File: config.mk
export PLATFORM = sky130hd
export DESIGN_NAME = isv_top
export DESIGN_NICKNAME = d
export VERILOG_FILES = /design/src/isv_pkg.sv /design/src/isv_arbiter.sv /design/src/isv_edge.sv /design/src/isv_top.sv
export SDC_FILE = /design/constraint.sdc
export NUM_CORES = 1
export LEC_CHECK = 0
export ABC_CLOCK_PERIOD_IN_PS = 6300
export BUFFER_PORTS_ARGS = -buffer_cell sky130_fd_sc_hd__buf_4
export CORE_ASPECT_RATIO = 0.9
export CORE_MARGIN = 2
export CORE_UTILIZATION = 30
export DETAILED_ROUTE_END_ITERATION = 6
export MAX_ROUTING_LAYER = met4
export SYNTH_ARGS = -nofsm -noshare
export SYNTH_HDL_FRONTEND = slang
export SYNTH_HIERARCHICAL = 1
export SYNTH_SLANG_ARGS = --single-unit
File: constraint.sdc
create_clock -name REF_CLK -period 6.3 [get_ports REF_CLK]
set_clock_uncertainty 0.1 [all_clocks]
set_input_delay 1.26 -clock REF_CLK [delete_from_list [all_inputs] [get_ports REF_CLK]]
set_output_delay 1.26 -clock REF_CLK [all_outputs]
set_load 0.02 [all_outputs]
File: src/isv_pkg.sv
/*
  Shared constants and carrier types for the interrupt source and vector block.
  Assumes a single 10 MHz clock, synchronous active-high reset and an APB master.
*/
package isv_pkg;

  // ==========================================================
  // sources, ranked by default priority (index 0 ranks highest)
  localparam int NSRC = 6;
  localparam logic [2:0] SRC_WDT  = 3'h0;
  localparam logic [2:0] SRC_TM0  = 3'h1;
  localparam logic [2:0] SRC_TM1  = 3'h2;
  localparam logic [2:0] SRC_BUSD = 3'h3;
  localparam logic [2:0] SRC_BUSE = 3'h4;
  localparam logic [2:0] SRC_CONV = 3'h5;
  // default priority of each source, index order
  localparam logic [NSRC-1:0][4:0] PRIO_TABLE = {5'd22, 5'd21, 5'd20, 5'd19, 5'd18, 5'd0};
  localparam logic [NSRC-1:0][15:0] VEC_TABLE =
    {16'h0030, 16'h002E, 16'h002C, 16'h002A, 16'h0028, 16'h0004};
  localparam logic [15:0] VEC_NMI  = 16'h0004;
  localparam logic [15:0] VEC_BRK  = 16'h003E;
  localparam logic [15:0] VEC_NONE = 16'h0000;

  // ==========================================================
  // register map
  localparam int AW = 8;
  localparam logic [AW-1:0] OFS_REQ   = 8'h00;
  localparam logic [AW-1:0] OFS_MASK  = 8'h04;
  localparam logic [AW-1:0] OFS_LEVEL = 8'h08;
  localparam logic [AW-1:0] OFS_CTRL  = 8'h0C;
  localparam logic [AW-1:0] OFS_STAT  = 8'h10;
  localparam logic [NSRC-1:0] MASK_RST  = 6'h3F;
  localparam logic [NSRC-1:0] LEVEL_RST = 6'h3F;
  localparam logic [7:0] CTRL_RST = 8'h50;
  // control fields
  localparam int CTL_IE   = 0;
  localparam int CTL_WNMI = 1;
  localparam int CTL_CAP0 = 2;
  localparam int CTL_CAP1 = 3;
  localparam int CTL_EDG0 = 4;
  localparam int CTL_EDG1 = 6;
  // status fields
  localparam int ST_ISP  = 0;
  localparam int ST_NMIP = 2;
  localparam int ST_BRKP = 3;
  localparam int ST_NSRV = 4;
  localparam int ST_REQ  = 5;
  localparam int ST_SRC  = 8;
  localparam int ST_VEC  = 16;
  // in-service bits: high level and low level
  localparam int ISP_HI = 0;
  localparam int ISP_LO = 1;
  // edge select codes
  localparam logic [1:0] EDGE_FALL = 2'h0;
  localparam logic [1:0] EDGE_RISE = 2'h1;
  localparam logic [1:0] EDGE_BOTH = 2'h2;

  // ==========================================================
  // types
  typedef enum logic [1:0] {K_NONE, K_NMI, K_BRK, K_MASK} isv_kind_t;

  typedef struct packed {
    logic          psel;
    logic          penable;
    logic          pwrite;
    logic [AW-1:0] paddr;
    logic [31:0]   pwdata;
  } isv_apb_req_t;

  typedef struct packed {
    logic [31:0] prdata;
    logic        pready;
    logic        pslverr;
  } isv_apb_rsp_t;

  typedef struct packed {
    logic [NSRC-1:0] req;
    logic [NSRC-1:0] mask;
    logic [NSRC-1:0] level;
    logic [7:0]      ctrl;
    logic [1:0]      in_service_flag;
    logic            nmi_pend;
    logic            brk_pend;
    logic            nmi_srv;
    logic            int_req;
    isv_kind_t       kind;
    logic [2:0]      src;
    logic [15:0]     vec;
    logic [31:0]     prdata;
  } isv_state_t;

  typedef struct packed {
    logic prev;
  } isv_edge_state_t;

endpackage

File: src/isv_arbiter.sv
/*
  Fixed-priority pick among maskable requests, lowest index first.
  Assumes the caller supplies in-service state already updated for this cycle.
*/
`timescale 1ns/1ns
module isv_arbiter (
  input  wire logic [isv_pkg::NSRC-1:0] req,
  input  wire logic [isv_pkg::NSRC-1:0] mask,
  input  wire logic [isv_pkg::NSRC-1:0] level,
  input  wire logic [1:0]               in_service_flag,
  output logic [isv_pkg::NSRC-1:0]      elig,
  output logic                          found,
  output logic [2:0]                    idx
);
  import isv_pkg::*;

  // high level needs no high service active; low level needs no service at all
  for (genvar i = 0; i < NSRC; i++) begin : g_elig
    assign elig[i] = req[i] & ~mask[i] & ~in_service_flag[ISP_HI] & (~level[i] | ~in_service_flag[ISP_LO]);
  end

  always_comb begin
    found = 1'b0;
    idx   = 3'h0;
    for (int i = NSRC - 1; i >= 0; i--) begin
      if (elig[i]) begin
        found = 1'b1;
        idx   = 3'(i);
      end
    end
  end

endmodule

File: src/isv_edge.sv
/*
  Edge detector for a timer capture pin.
  Assumes the pin is synchronous to the clock.
*/
`timescale 1ns/1ns
module isv_edge (
  input  wire logic       clk,
  input  wire logic       rst,
  input  wire logic       pin,
  input  wire logic [1:0] edge_sel,
  output logic            hit
);
  import isv_pkg::*;

  isv_edge_state_t r_ff;
  isv_edge_state_t nxt_r;

  always_comb begin
    nxt_r = r_ff;
    nxt_r.prev = pin;
  end

  always_ff @(posedge clk) begin
    if (rst) begin
      r_ff <= '0;
    end else begin
      r_ff <= nxt_r;
    end
  end

  always_comb begin
    case (edge_sel)
      EDGE_FALL: hit = r_ff.prev & ~pin;
      EDGE_RISE: hit = ~r_ff.prev & pin;
      EDGE_BOTH: hit = r_ff.prev ^ pin;
      default:   hit = 1'b0;
    endcase
  end

endmodule

File: src/isv_top.sv
/*
  Interrupt source and vector logic: six maskable sources, watchdog non-maskable
  path and the software break, with an APB register slave.
  Assumes all inputs are synchronous to REF_CLK and the core pulses CORE_ACK
  while INT_REQ is high and CORE_RETURN at the end of each service.
*/
// Implementation choices: the APB interface to the registers and the register addresses.
// Functional notes
// - simultaneous maskable requests served by default priority, 0 highest, 22 lowest
// - timer match 0: priority 18, vector 0028H, counter equals compare register 0
// - capture mode: capture pin 0 edge raises timer match 0, same vector
// - timer match 1: priority 19, vector 002AH, compare match or capture pin 1 edge
// - bus data access request raises priority 20, vector 002CH
// - bus error or start/end of communication raises priority 21, vector 002EH
// - conversion done raises priority 22, vector 0030H
// - break instruction raises unmaskable software interrupt through 003EH
// - watchdog selectable non-maskable or maskable, only one type active
// - per-source request, mask, level flags; global enable and in-service flags
// - timer sources use pin path in capture mode, internal path on compare
// - watchdog mode 1 gives non-maskable via 0004H; interval mode priority 0
`timescale 1ns/1ns
module isv_top (
  input  wire logic                  REF_CLK,
  input  wire logic                  RST,
  input  wire isv_pkg::isv_apb_req_t APB_REQ,
  output isv_pkg::isv_apb_rsp_t      APB_RSP,
  input  wire logic                  WATCHDOG_IRQ,
  input  wire logic                  TIMER_MATCH0_IRQ,
  input  wire logic                  TIMER_MATCH1_IRQ,
  input  wire logic                  CAPTURE_PIN_0,
  input  wire logic                  CAPTURE_PIN_1,
  input  wire logic                  BUS_DATA_REQUEST_IRQ,
  input  wire logic                  BUS_EVENT_IRQ,
  input  wire logic                  CONVERSION_DONE_IRQ,
  input  wire logic                  BREAK_INSTRUCTION,
  input  wire logic                  CORE_ACK,
  input  wire logic                  CORE_RETURN,
  output logic                       INT_REQ,
  output logic                       INT_NMI,
  output logic [15:0]                INT_VECTOR
);
  import isv_pkg::*;

  // ==========================================================
  // state
  isv_state_t r_ff;
  isv_state_t nxt_r;

  logic            edge0_hit;
  logic            edge1_hit;
  logic            ack_now;
  logic            ack_mask;
  logic            ack_brk;
  logic            ack_nmi;
  logic [NSRC-1:0] clr_vec;
  logic [NSRC-1:0] src_set;
  logic            nmi_set;
  logic [1:0]      isp_after;
  logic            nsrv_after;
  logic            ie_after;
  logic [NSRC-1:0] elig;
  logic            arb_found;
  logic [2:0]      arb_idx;
  logic            apb_setup;
  logic            apb_acc;
  logic            apb_wr;
  logic            addr_hit;
  logic [31:0]     rd_mux;
  logic [NSRC-1:0] mask_after;

  // ==========================================================
  // capture pin edges
  isv_edge u_edge0 (
    .clk      (REF_CLK),
    .rst      (RST),
    .pin      (CAPTURE_PIN_0),
    .edge_sel (r_ff.ctrl[CTL_EDG0 +: 2]),
    .hit      (edge0_hit)
  );

  isv_edge u_edge1 (
    .clk      (REF_CLK),
    .rst      (RST),
    .pin      (CAPTURE_PIN_1),
    .edge_sel (r_ff.ctrl[CTL_EDG1 +: 2]),
    .hit      (edge1_hit)
  );

  // ==========================================================
  // source events
  always_comb begin
    src_set = '0;
    src_set[SRC_WDT] = WATCHDOG_IRQ & ~r_ff.ctrl[CTL_WNMI];
    src_set[SRC_TM0] = r_ff.ctrl[CTL_CAP0] ? edge0_hit : TIMER_MATCH0_IRQ;
    src_set[SRC_TM1] = r_ff.ctrl[CTL_CAP1] ? edge1_hit : TIMER_MATCH1_IRQ;
    src_set[SRC_BUSD] = BUS_DATA_REQUEST_IRQ;
    src_set[SRC_BUSE] = BUS_EVENT_IRQ;
    src_set[SRC_CONV] = CONVERSION_DONE_IRQ;
  end

  // only the selected watchdog type is ever raised
  assign nmi_set = WATCHDOG_IRQ & r_ff.ctrl[CTL_WNMI];

  // ==========================================================
  // acknowledge and return
  assign ack_now  = CORE_ACK & r_ff.int_req;
  assign ack_mask = ack_now & (r_ff.kind == K_MASK);
  assign ack_brk  = ack_now & (r_ff.kind == K_BRK);
  assign ack_nmi  = ack_now & (r_ff.kind == K_NMI);
  assign clr_vec  = ack_mask ? (NSRC'(1) << r_ff.src) : '0;
  assign ie_after = r_ff.ctrl[CTL_IE] & ~(ack_mask | ack_brk);

  // return clears the innermost service; a new acknowledge in the same cycle wins
  always_comb begin
    isp_after  = r_ff.in_service_flag;
    nsrv_after = r_ff.nmi_srv;
    if (CORE_RETURN) begin
      if (r_ff.nmi_srv) begin
        nsrv_after = 1'b0;
      end else if (r_ff.in_service_flag[ISP_HI]) begin
        isp_after[ISP_HI] = 1'b0;
      end else begin
        isp_after[ISP_LO] = 1'b0;
      end
    end
    if (ack_mask) begin
      if (r_ff.level[r_ff.src]) begin
        isp_after[ISP_LO] = 1'b1;
      end else begin
        isp_after[ISP_HI] = 1'b1;
      end
    end
    if (ack_nmi) begin
      nsrv_after = 1'b1;
    end
  end

  // ==========================================================
  // maskable arbitration
  // a mask write of this cycle already counts, so a freshly masked source is never offered
  assign mask_after = (apb_wr && APB_REQ.paddr == OFS_MASK) ? APB_REQ.pwdata[NSRC-1:0] : r_ff.mask;

  isv_arbiter u_arb (
    .req   (r_ff.req & ~clr_vec),
    .mask  (mask_after),
    .level (r_ff.level),
    .in_service_flag   (isp_after),
    .elig  (elig),
    .found (arb_found),
    .idx   (arb_idx)
  );

  // ==========================================================
  // apb decode
  assign apb_setup = APB_REQ.psel & ~APB_REQ.penable;
  assign apb_acc   = APB_REQ.psel & APB_REQ.penable;
  assign apb_wr    = apb_acc & APB_REQ.pwrite;
  assign addr_hit  = (APB_REQ.paddr == OFS_REQ) | (APB_REQ.paddr == OFS_MASK) |
                     (APB_REQ.paddr == OFS_LEVEL) | (APB_REQ.paddr == OFS_CTRL) |
                     (APB_REQ.paddr == OFS_STAT);

  always_comb begin
    rd_mux = '0;
    case (APB_REQ.paddr)
      OFS_REQ:   rd_mux[NSRC-1:0] = r_ff.req;
      OFS_MASK:  rd_mux[NSRC-1:0] = r_ff.mask;
      OFS_LEVEL: rd_mux[NSRC-1:0] = r_ff.level;
      OFS_CTRL:  rd_mux[7:0] = r_ff.ctrl;
      OFS_STAT: begin
        rd_mux[ST_ISP +: 2]  = r_ff.in_service_flag;
        rd_mux[ST_NMIP]      = r_ff.nmi_pend;
        rd_mux[ST_BRKP]      = r_ff.brk_pend;
        rd_mux[ST_NSRV]      = r_ff.nmi_srv;
        rd_mux[ST_REQ]       = r_ff.int_req;
        rd_mux[ST_SRC +: 3]  = r_ff.src;
        rd_mux[ST_VEC +: 16] = r_ff.vec;
      end
      default:   rd_mux = '0;
    endcase
  end

  // ==========================================================
  // next state
  always_comb begin
    logic [NSRC-1:0] sw_clr;
    sw_clr = '0;
    nxt_r = r_ff;
    if (apb_wr && APB_REQ.paddr == OFS_REQ) begin
      sw_clr = APB_REQ.pwdata[NSRC-1:0];
    end
    // a new event wins over any clear in the same cycle
    nxt_r.req      = (r_ff.req & ~clr_vec & ~sw_clr) | src_set;
    nxt_r.nmi_pend = (r_ff.nmi_pend & ~ack_nmi) | nmi_set;
    nxt_r.brk_pend = (r_ff.brk_pend & ~ack_brk) | BREAK_INSTRUCTION;
    nxt_r.in_service_flag      = isp_after;
    nxt_r.nmi_srv  = nsrv_after;
    nxt_r.ctrl[CTL_IE] = ie_after;
    if (apb_wr) begin
      case (APB_REQ.paddr)
        OFS_MASK:  nxt_r.mask  = APB_REQ.pwdata[NSRC-1:0];
        OFS_LEVEL: nxt_r.level = APB_REQ.pwdata[NSRC-1:0];
        OFS_CTRL:  nxt_r.ctrl  = APB_REQ.pwdata[7:0];
        default:   nxt_r.ctrl  = nxt_r.ctrl;
      endcase
    end
    if (apb_setup) begin
      nxt_r.prdata = rd_mux;
    end
    // presentation: non-maskable, then break, then maskable by default priority
    nxt_r.int_req = 1'b0;
    nxt_r.kind    = K_NONE;
    nxt_r.src     = 3'h0;
    nxt_r.vec     = VEC_NONE;
    if (nxt_r.nmi_pend && !nsrv_after) begin
      nxt_r.int_req = 1'b1;
      nxt_r.kind    = K_NMI;
      nxt_r.vec     = VEC_NMI;
    end else if (nxt_r.brk_pend) begin
      nxt_r.int_req = 1'b1;
      nxt_r.kind    = K_BRK;
      nxt_r.vec     = VEC_BRK;
    end else if (arb_found && nxt_r.ctrl[CTL_IE]) begin
      nxt_r.int_req = 1'b1;
      nxt_r.kind    = K_MASK;
      nxt_r.src     = arb_idx;
      nxt_r.vec     = VEC_TABLE[arb_idx];
    end
  end

  always_ff @(posedge REF_CLK) begin
    if (RST) begin
      r_ff       <= '0;
      r_ff.mask  <= MASK_RST;
      r_ff.level <= LEVEL_RST;
      r_ff.ctrl  <= CTRL_RST;
      r_ff.kind  <= K_NONE;
    end else begin
      r_ff <= nxt_r;
    end
  end

  // ==========================================================
  // outputs
  assign INT_REQ        = r_ff.int_req;
  assign INT_NMI        = r_ff.kind == K_NMI;
  assign INT_VECTOR     = r_ff.vec;
  assign APB_RSP.prdata  = r_ff.prdata;
  assign APB_RSP.pready  = 1'b1;
  assign APB_RSP.pslverr = apb_acc & ~addr_hit;

  // ==========================================================
  // checks
  logic no_reg_wr;
  assign no_reg_wr = ~apb_wr;

  property p_prio_order;
    @(posedge REF_CLK) disable iff (RST)
    (r_ff.int_req && r_ff.kind == K_MASK) |->
      (($past(elig) & ((NSRC'(1) << r_ff.src) - NSRC'(1))) == '0);
  endproperty
  a_prio_order: assert property (p_prio_order) else $error("lower ranked source presented first");

  property p_tm0_compare;
    @(posedge REF_CLK) disable iff (RST)
    (!r_ff.ctrl[CTL_CAP0] && TIMER_MATCH0_IRQ) |=> r_ff.req[SRC_TM0];
  endproperty
  a_tm0_compare: assert property (p_tm0_compare) else $error("timer match 0 not raised");

  property p_tm0_capture;
    @(posedge REF_CLK) disable iff (RST)
    (r_ff.ctrl[CTL_CAP0] && edge0_hit) |=> r_ff.req[SRC_TM0];
  endproperty
  a_tm0_capture: assert property (p_tm0_capture) else $error("capture edge 0 not raised");

  property p_tm1_vector;
    @(posedge REF_CLK) disable iff (RST)
    (r_ff.int_req && r_ff.kind == K_MASK && r_ff.src == SRC_TM1) |-> (INT_VECTOR == 16'h002A);
  endproperty
  a_tm1_vector: assert property (p_tm1_vector) else $error("timer match 1 vector wrong");

  property p_bus_data;
    @(posedge REF_CLK) disable iff (RST)
    BUS_DATA_REQUEST_IRQ |=> r_ff.req[SRC_BUSD];
  endproperty
  a_bus_data: assert property (p_bus_data) else $error("bus data request lost");

  property p_bus_event;
    @(posedge REF_CLK) disable iff (RST)
    (BUS_EVENT_IRQ && r_ff.ctrl[CTL_IE] && r_ff.in_service_flag == 2'h0 && !r_ff.mask[SRC_BUSE]
     && r_ff.req[SRC_WDT +: 4] == 4'h0 && !r_ff.nmi_pend && !r_ff.brk_pend
     && !WATCHDOG_IRQ && !BREAK_INSTRUCTION && !CORE_ACK && !CORE_RETURN && no_reg_wr)
      |=> ##1 (INT_REQ && INT_VECTOR == 16'h002E);
  endproperty
  a_bus_event: assert property (p_bus_event) else $error("bus event not presented");

  property p_conv_vector;
    @(posedge REF_CLK) disable iff (RST)
    (r_ff.int_req && r_ff.kind == K_MASK && r_ff.src == SRC_CONV) |-> (INT_VECTOR == 16'h0030);
  endproperty
  a_conv_vector: assert property (p_conv_vector) else $error("conversion vector wrong");

  property p_break;
    @(posedge REF_CLK) disable iff (RST)
    (BREAK_INSTRUCTION && !r_ff.nmi_pend && !WATCHDOG_IRQ) |=> ##1 (INT_REQ && INT_VECTOR == VEC_BRK);
  endproperty
  a_break: assert property (p_break) else $error("break not presented");

  property p_wdt_one_type;
    @(posedge REF_CLK) disable iff (RST)
    (WATCHDOG_IRQ && r_ff.ctrl[CTL_WNMI] && !r_ff.req[SRC_WDT]) |=> (r_ff.nmi_pend && !r_ff.req[SRC_WDT]);
  endproperty
  a_wdt_one_type: assert property (p_wdt_one_type) else $error("both watchdog types raised");

  property p_nmi_vector;
    @(posedge REF_CLK) disable iff (RST)
    (r_ff.nmi_pend && !r_ff.nmi_srv && !CORE_ACK) |=> (INT_REQ && INT_NMI && INT_VECTOR == VEC_NMI);
  endproperty
  a_nmi_vector: assert property (p_nmi_vector) else $error("non-maskable watchdog not presented");

  property p_mask_keeps;
    @(posedge REF_CLK) disable iff (RST)
    (r_ff.req[SRC_TM0] && r_ff.mask[SRC_TM0] && no_reg_wr) |=> r_ff.req[SRC_TM0];
  endproperty
  a_mask_keeps: assert property (p_mask_keeps) else $error("masked request dropped");

  property p_ie_gate;
    @(posedge REF_CLK) disable iff (RST)
    (!r_ff.ctrl[CTL_IE] && no_reg_wr) |=> !(INT_REQ && r_ff.kind == K_MASK);
  endproperty
  a_ie_gate: assert property (p_ie_gate) else $error("maskable presented with enable clear");

  property p_mask_no_ack;
    @(posedge REF_CLK) disable iff (RST)
    ack_mask |-> !r_ff.mask[r_ff.src];
  endproperty
  a_mask_no_ack: assert property (p_mask_no_ack) else $error("masked source acknowledged");

  property p_wdt_maskable;
    @(posedge REF_CLK) disable iff (RST)
    (WATCHDOG_IRQ && !r_ff.ctrl[CTL_WNMI] && !r_ff.nmi_pend) |=> (r_ff.req[SRC_WDT] && !r_ff.nmi_pend);
  endproperty
  a_wdt_maskable: assert property (p_wdt_maskable) else $error("interval watchdog not maskable");

endmodule

== Word-level counts from Yosys, hierarchy flattened ==
Memories as Yosys holds them, arrays and structs flattened.
Cells that the tools add are included.
W data, S select, Z words.

* Bits in registers: 82
* Memory bits (read-only): 128
* Input bits: 56
* Output and inout bits: 52
* Logic and storage cells: 168
* Memories kept: 1

* Magnitude comparators: 2
* Eq/ne operators: 11
* Shift operators: 1
* Muxes and demuxes: 41
* Bitwise operators: 80
* Reduce and logical (&&, ||, !) cells: 13

{| class="wikitable"
|+ Memories
! name !! depth !! bits a word !! read ports !! clocked after memory_dff !! write ports !! RTL line !! RTL
|-
| (name not given) || 8 || 16 || 1 || 0 || 0 || isv_top.sv:226 || <nowiki>nxt_r.vec = VEC_TABLE[arb_idx];</nowiki>
|}

{| class="wikitable"
|+ Operators by type and width
! cell !! number
|-
| $and A1 B1 Y1 || 35
|-
| $mux W16 || 2
|-
| $mux W3 || 10
|-
| $pmux W6 S5 || 1
|-
| $not A1 Y1 || 25
|-
| $mux W6 || 4
|-
| $mux W22 || 1
|-
| $eq A8 B4 Y1 const B || 2
|-
| $mux W1 || 16
|-
| $or A1 B1 Y1 || 13
|-
| $and A6 B6 Y6 || 2
|-
| $not A6 Y6 || 2
|-
| $eq A2 B2 Y1 const B || 4
|-
| $eq A8 B3 Y1 const B || 1
|-
| $eq A8 B5 Y1 const B || 1
|-
| $logic_not A8 Y1 || 1
|-
| $lt A3 B4 Y1 const B || 2
|-
| $mux W2 || 4
|-
| $eq A2 B1 Y1 const B || 3
|-
| $or A6 B6 Y6 || 1
|-
| $pmux W1 S3 || 2
|-
| $reduce_and A2 Y1 || 3
|-
| $shl A1 B3 Y6 const A || 1
|-
| $logic_and A1 B1 Y1 || 4
|-
| 6 further kinds || 8
|}

== Longest topological paths before layout ==
Gate-level depths: netlist of run 1.

* Word-level depth: 19
* Depth in mapped cells: 15
* Mapped depth without buffers: 14

== Cells and area by module ==
Netlist of run 1, hierarchy kept.

{| class="wikitable"
|+ By module, submodules not included
! module !! instances !! cells an instance !! area an instance (um^2) !! sequential area each (um^2)
|-
| isv_top || 1 || 343 || 3,094.2 || 1,161.1
|-
| isv_arbiter || 1 || 29 || 187.7 || 0.0
|-
| isv_edge || 2 || 9 || 78.8 || 20.0
|}

== Worst setup path before layout of run 1 ==
Ideal clock, no wire load.

* Path kind: input -> register
* Start point: input APB_REQ[34] in the netlist's numbering
* End point: register r_ff (netlist bit INT_VECTOR[3])
* Setup time: 101 ps
* Data arrival time: 3,617 ps
* Data required time: 6,099 ps
* Setup slack: 2,482 ps
* Cell stages on the path: 12
* Path buffers: 2
* Cell sequence: buf_2 nor2b_1 clkbuf_1 nand4_2 mux2_2 a2111oi_4 nand2b_1 a31oi_1 inv_1 ha_1 nor2b_1 o41ai_1

* Cells in the longest elaborated chain, start to end: 17
* Elaborated cells between the ends (all ways): 47
* Classes of those cells: eq/ne: 2; mux: 18; bitwise: 24; reduce/logical: 2; memory: 1

{| class="wikitable"
|+ RTL lines
! what !! RTL line !! RTL
|-
| start: declaration || isv_top.sv:25 || <nowiki>input wire isv_pkg::isv_apb_req_t APB_REQ,</nowiki>
|-
| $eq A8 B3 Y1 || isv_top.sv:141 || <nowiki>assign mask_after = (apb_wr && APB_REQ.paddr == OFS_MASK) ? APB_REQ.pwdata[NSRC-1:0] : r_ff.mask;</nowiki>
|-
| $logic_and A1 B1 Y1 || isv_top.sv:141 ||
|-
| $mux W6 || isv_top.sv:141 ||
|-
| net mask_after[5] || isv_top.sv:69 || <nowiki>logic [NSRC-1:0] mask_after;</nowiki>
|-
| $not A1 Y1 || isv_arbiter.sv:19 || <nowiki>assign elig[i] = req[i] & ~mask[i] & ~in_service_flag[ISP_HI] & (~level[i] | ~in_service_flag[ISP_LO]);</nowiki>
|-
| $and A1 B1 Y1 (3 in series) || isv_arbiter.sv:19 ||
|-
| net elig[5] || isv_top.sv:61 || <nowiki>logic [NSRC-1:0] elig;</nowiki>
|-
| $mux W3 (6 in series) || isv_arbiter.sv:26 || <nowiki>if (elig[i]) begin</nowiki>
|-
| net arb_idx[0] || isv_top.sv:63 || <nowiki>logic [2:0] arb_idx;</nowiki>
|-
| $mem_v2 Z8 W16 || -- ||
|-
| $mux W16 (not written as such) || isv_top.sv:226 ||
|-
| $mux W22 || isv_top.sv:222 || <nowiki>end else if (arb_found && nxt_r.ctrl[CTL_IE]) begin</nowiki>
|-
| $mux W6 || isv_top.sv:218 || <nowiki>end else if (nxt_r.brk_pend) begin</nowiki>
|-
| end signal: assignment || isv_top.sv:238 || <nowiki>r_ff <= nxt_r;</nowiki>
|-
| end: declaration || isv_top.sv:46 || <nowiki>isv_state_t r_ff;</nowiki>
|}

The timed path passes the listed nets, and every way through them passes these cells. The select of a mux whose other input is x is not followed.
A chain may end at the register's enable or synchronous reset.

== Worst setup path after layout of run 1 ==
* Start point: input APB_REQ[34] in the netlist's numbering
* End point: register r_ff (netlist bit INT_VECTOR[2])

* Cells in the longest elaborated chain, start to end: 18
* Elaborated cells between the ends (all ways): 48
* Classes of those cells: eq/ne: 2; mux: 19; bitwise: 24; reduce/logical: 2; memory: 1

{| class="wikitable"
|+ RTL lines
! what !! RTL line !! RTL
|-
| $eq A8 B3 Y1 || isv_top.sv:141 ||
|-
| $logic_and A1 B1 Y1 || isv_top.sv:141 ||
|-
| $mux W6 || isv_top.sv:141 ||
|-
| net mask_after[5] || isv_top.sv:69 ||
|-
| $not A1 Y1 || isv_arbiter.sv:19 ||
|-
| $and A1 B1 Y1 (3 in series) || isv_arbiter.sv:19 ||
|-
| net elig[5] || isv_top.sv:61 ||
|-
| $mux W3 (6 in series) || isv_arbiter.sv:26 ||
|-
| net arb_idx[0] || isv_top.sv:63 ||
|-
| $mem_v2 Z8 W16 || -- ||
|-
| $mux W16 (not written as such) || isv_top.sv:226 ||
|-
| $mux W22 || isv_top.sv:222 ||
|-
| $mux W6 || isv_top.sv:218 ||
|-
| $mux W3 || isv_top.sv:214 || <nowiki>if (nxt_r.nmi_pend && !nsrv_after) begin</nowiki>
|}

The timed path passes the listed nets, and every way through them passes these cells. The select of a mux whose other input is x is not followed.

==> results.ini, run 1 <==
[sta]
worst_pin_slew_ps=1070
hold_ws_ps=357
fin_tns_setup_ps=0
clock.fmax_mhz=248
finalMaxSlewViolations=0
min_period_over_period_pct=63.9
worst_slack_ps=2270
hold_viol=0
slew_headroom_pct=27.7
setup_viol=0
fin_crit_ps=4030
rsz0062_at_grt=false

[clock_tree]
postCtsSetupBuffers=0
cts_sinks=60
cts_tree=built
cts_hold_buf=0
worstSkewPairLatency_ps=330
cts.path.max_buffers=2
root_buffer=clkbuf_16
cts_htree_levels=3
post_cts_resized=0
clk_pin_slew_ps=50
cts_buffers=9

[place]
io_buffers=55
gp_congestion=0.907
place_area_um2=3680
dp.cells=557
dp_slack_ps=1940
hpwl_mm=6.50

[floorplan]
initial_core_util_pct=30.4
boundaryPins=108
core.rowCount=37
core_area_um2=11300
die_x_um=117
fp.dieH_um=105
dieArea_um2=12300

[route]
wl_per_cell_um=15.5
ant_nets=0
num_vias=2797
drc=0
met2_length_mm=4.02
top_layer=met4
drt_first_pass_iters=4
met3_length_um=573
wl_met1_mm=4.06
viasPerCell=4.89
routed_wl_mm=8.84
drt_iter0_markers=178

[finish]
diodes=0
seqCellArea_um2=1200
final_cell_mix=dfxtp_1 (60), buf_4 (57), nor2_1 (34)
nets=474
multi_input_area_um2=1800
drive_above_1_share_pct=23.8
final_common_cell=dfxtp_1
num-fill-cells=1165
syn_to_final_growth_pct=15.8
fin_area_um2=3970
fin_cells=572

[setup_path]
critPathKind=primary input to flop
cpPeakStageDelay_ps=460
r2r_end=INT_VECTOR[2]
reg2regPathDepth=12
required_ps=6440
cp-startpoint=APB_REQ[34]
worstPathCellList=buf_4 > nor2b_1 > nand4_2 > mux2_2 > a2111oi_4 > nand2b_1 > a31oi_1 > inv_1 > ha_1 > nand2b_1 > nand3_1 > o22ai_1
path_max_fanout=10
slowest_stage=nor2b_1
endpoint=INT_VECTOR[2]
critPathMostFrequentCell=nand2b_1
endpoint_kind=flop
arrival_ps=4170
r2r_slack_ps=2610
reg2reg_from=r_ff[48]
crit_path_start_kind=primary input

[yosys]
synth_area_um2=3430
syn_avg_cell_area_um2=8.85
syn-instance-count=388
ys_warn_count=6

[global_routing]
antenna_found_initial=0
grt_pass1_vias=2701
grt_pass1_wl_mm=14.1
grt_max_degree=39
overflow=0
grt_usage_pct=15.3

[outcome]
status=finished clean

[pwr]
ir_drop_uv=118
leakage_nw=1.64
p_per_area_nw_per_um2=246

[hold_path]
hp-class=flop to flop
hold_depth=2

[job]
maxCapViolCount=0

## stage by stage
step	util (%)	power, mW
2_1_floorplan	-	0.482
3_3_place_gp	32.6	0.502
3_5_place_dp	32.6	0.504
4_1_cts	35.2	0.985
5_1_grt	35.2	1.01
6_report	35.2	0.979
## report_power, final
part	internal [mW]	switching, mW
clock	0.313	0.169
sequential	0.389	0.00696
combinational	0.0365	0.0637
total	0.739	0.240
## worst max-delay path, delay by kind of cell
family / cells / cell delay [ps]
compound gates: 3 / 880
fa+ha+maj: 1 / 320
buf+inv: 2 / 300
mux: 1 / 390
simple gates: 5 / 1020
## how the worst min path moves through the flow
| stage | from | end | slack [ps] |
|---|---|---|---|
| 3_3_place_gp | APB_RSP[9] | APB_RSP[9] | 340 |
| 3_5_place_dp | APB_RSP[9] | APB_RSP[9] | 350 |
| 4_1_cts | APB_RSP[9] | APB_RSP[9] | 360 |
| 6_report | APB_RSP[9] | APB_RSP[9] | 360 |
| 2_1_floorplan | APB_RSP[9] | APB_RSP[9] | 330 |
| 5_1_grt | APB_RSP[9] | APB_RSP[9] | 390 |
## area by class of cell
type	instances	area share, %
inverter	15	1.42
timing repair buffer	57	10.8
clock inverter	4	1.26
multi-input combinational	269	45.3
tap	156	4.91
clock buffer	11	6.11
sequential	60	30.2
## flip-flops by register name (all words and copies together), names as in the netlist
register,flops
r_ff,36
APB_RSP,16
INT_VECTOR,5
INT_REQ,1
u_edge0/r_ff,1
u_edge1/r_ff,1
## per-layer routing
layer,global-route usage [%],vias to the layer above
met3,3.80,17
met5,-,-
met4,6.13,0
met1,19.9,1335
met2,22.7,101
li1,-,1344
(Power assumes the default switching activity.)
==> run 2: changes to the inputs <==
ABC_AREA = 1   (was not set)
ABC_CLOCK_PERIOD_IN_PS = 3450   (was 6300)
clock period = 3.45 ns   (was 6.3 ns; I/O delays follow)
==> results.ini, run 2 <==
[pwr]
p_per_area_nw_per_um2=433  ; +76%
ir_drop_uv=189  ; +61%
leakage_nw=2.10  ; +28%

[sta]
rsz0062_at_grt=false
fin_tns_setup_ps=0  ; unchanged
slew_headroom_pct=55.2  ; +28 points
hold_viol=0  ; unchanged
finalMaxSlewViolations=0  ; unchanged
clock.fmax_mhz=344
setup_viol=0  ; unchanged
hold_ws_ps=365  ; +7.65 ps
min_period_over_period_pct=84.3
worst_slack_ps=541  ; -1730 ps
fin_crit_ps=2910
worst_pin_slew_ps=666  ; -407 ps

[route]
drc=0  ; unchanged
wl_per_cell_um=13.1  ; -15%
viasPerCell=4.58  ; -6.3%
num_vias=3216  ; +15%
ant_nets=0  ; unchanged
drt_first_pass_iters=5  ; +1
routed_wl_mm=9.18  ; +3.8%
drt_iter0_markers=191  ; +7.3%

[place]
dp_slack_ps=203  ; -1740 ps
gp_congestion=0.897  ; -1.1%
io_buffers=55  ; unchanged
hpwl_mm=7.13  ; +9.7%

[setup_path]
cpPeakStageDelay_ps=290  ; -170 ps
required_ps=3620  ; -2820 ps
critPathMostFrequentCell=nand2_1
cp_top_family=simple AND/OR/NAND/NOR gates
r2r_slack_ps=610  ; -2000 ps
reg2regPathDepth=17  ; +5
critPathKind=primary input to flop
arrival_ps=3070  ; -1100 ps
endpoint_kind=flop
slowest_stage=ha_1
worstPathCellList=buf_4 > nor2_1 > nand2_4 > nor2_8 > nand3_4 > nor2_8 > o21ai_0 > inv_1 > nand2_1 > nor2_1 > nand3_1 > nand2_1 > nand2_1 > a21oi_2 > inv_1 > ha_1 > a21oi_1 > nand3_1 > a21oi_1
reg2reg_from=INT_REQ
path_buf_inv=3  ; +1
path_max_fanout=13  ; +3
r2r_end=INT_VECTOR[2]
crit_path_start_kind=primary input

[finish]
final_cell_mix=nand2_1 (96), inv_1 (62), dfxtp_1 (60), buf_4 (60), nor2_1 (50)
nets=603  ; +27%
largest-register=r_ff
largest_reg_flops=36  ; unchanged
syn_to_final_growth_pct=17.4
drive_above_1_share_pct=21.4  ; -2.4 points
final_common_cell=nand2_1
diodes=0  ; unchanged

[clock_tree]
cts_htree_levels=3  ; unchanged
cts_hold_buf=0  ; unchanged
cts.path.max_buffers=2  ; unchanged
cts_buffers=9  ; unchanged
cts_tree=built
cts_sinks=60  ; unchanged
root_buffer=clkbuf_16
worstSkewPairLatency_ps=330  ; about the same
clk_pin_slew_ps=60  ; about the same
post_cts_resized=0  ; unchanged
postCtsSetupBuffers=0  ; unchanged

[floorplan]
core_area_um2=11600  ; +2.5%
initial_core_util_pct=31.2  ; +0.80 points
core.rowCount=37  ; unchanged
die_x_um=120  ; +2.4%
boundaryPins=108  ; unchanged
dieArea_um2=12900  ; +5.0%
fp.dieH_um=108  ; +2.4%

[global_routing]
overflow=0  ; unchanged
grt_pass1_vias=3034  ; +12%
grt_pass1_wl_mm=14.8  ; +5.3%
grt_max_degree=38  ; -2.6%
grt_usage_pct=15.2  ; -0.039 points
antenna_found_initial=0  ; unchanged

[yosys]
syn-instance-count=501  ; +29%
synth_area_um2=3610  ; +5.1%
ys_warn_count=6  ; unchanged
syn_avg_cell_area_um2=7.20  ; -19%

[hold_path]
hp-class=flop to flop
worstHoldStart=INT_VECTOR[1]
hold_depth=2  ; unchanged
min_to=APB_RSP[19]

[job]
maxCapViolCount=0  ; unchanged

[outcome]
status=finished clean

[run 2: layout make-up]
cell class                 count  area (µm²)
timing repair buffer          60         450
inverter                      68         258
tap                          156         195
sequential                    60        1200
multi-input combinational    342        1830
clock buffer                   9         225
clock inverter                 7        75.1
fill                        1205        7340
[run 2: per-stage QoR]
| stage | util [%] | total power, mW | area (µm²) | instances |
|---|---|---|---|---|
| floorplan | - | 0.905 | 3710 | 527 |
| global placement | 34.0 | 0.943 | 3940 | 686 |
| detailed placement | 34.0 | 0.946 | 3940 | 686 |
| CTS | 36.6 | 1.85 | 4240 | 702 |
| global route | 36.6 | 1.91 | 4240 | 702 |
| finish | 36.6 | 1.83 | 4240 | 702 |
[run 2: worst max-delay path by stage]
| stage | start | to | cells after the start |
|---|---|---|---|
| after detailed placement | APB_REQ[39] | INT_VECTOR[2] | 18 |
| final | APB_REQ[39] | INT_VECTOR[2] | 19 |
| after CTS | APB_REQ[39] | INT_VECTOR[2] | 18 |
| after global placement | APB_REQ[39] | INT_VECTOR[2] | 19 |
| after floorplan | APB_REQ[39] | INT_VECTOR[2] | 17 |
| after global routing | APB_REQ[39] | INT_VECTOR[2] | 18 |
[run 2: worst reg2reg max path, delay by kind of cell, from the launching register on]
| kind | cells | cell delay, ps |
|---|---|---|
| DFF | 1 | 430 |
| and+or+nand+nor | 11 | 1230 |
| adders and majority gates | 1 | 290 |
| buffers and inverters | 2 | 300 |
| AOI/OAI and AO/OA | 3 | 430 |
[run 2: power by group]
part | switching, mW | leakage (nW) | internal (mW)
Clock | 0.341 | 0.150 | 0.562
Sequential | 0.0141 | 0.491 | 0.717
Combinational | 0.128 | 1.46 | 0.0706
[run 2: per-layer routing]
metal / vias to the layer above / GRT usage (%) / routed length (µm)
met3: 17 / 3.80 / 675
met2: 113 / 23.1 / 3950
met1: 1460 / 19.5 / 4320
met4: 0 / 6.30 / 235
met5: - / - / 0
li1: 1626 / - / -
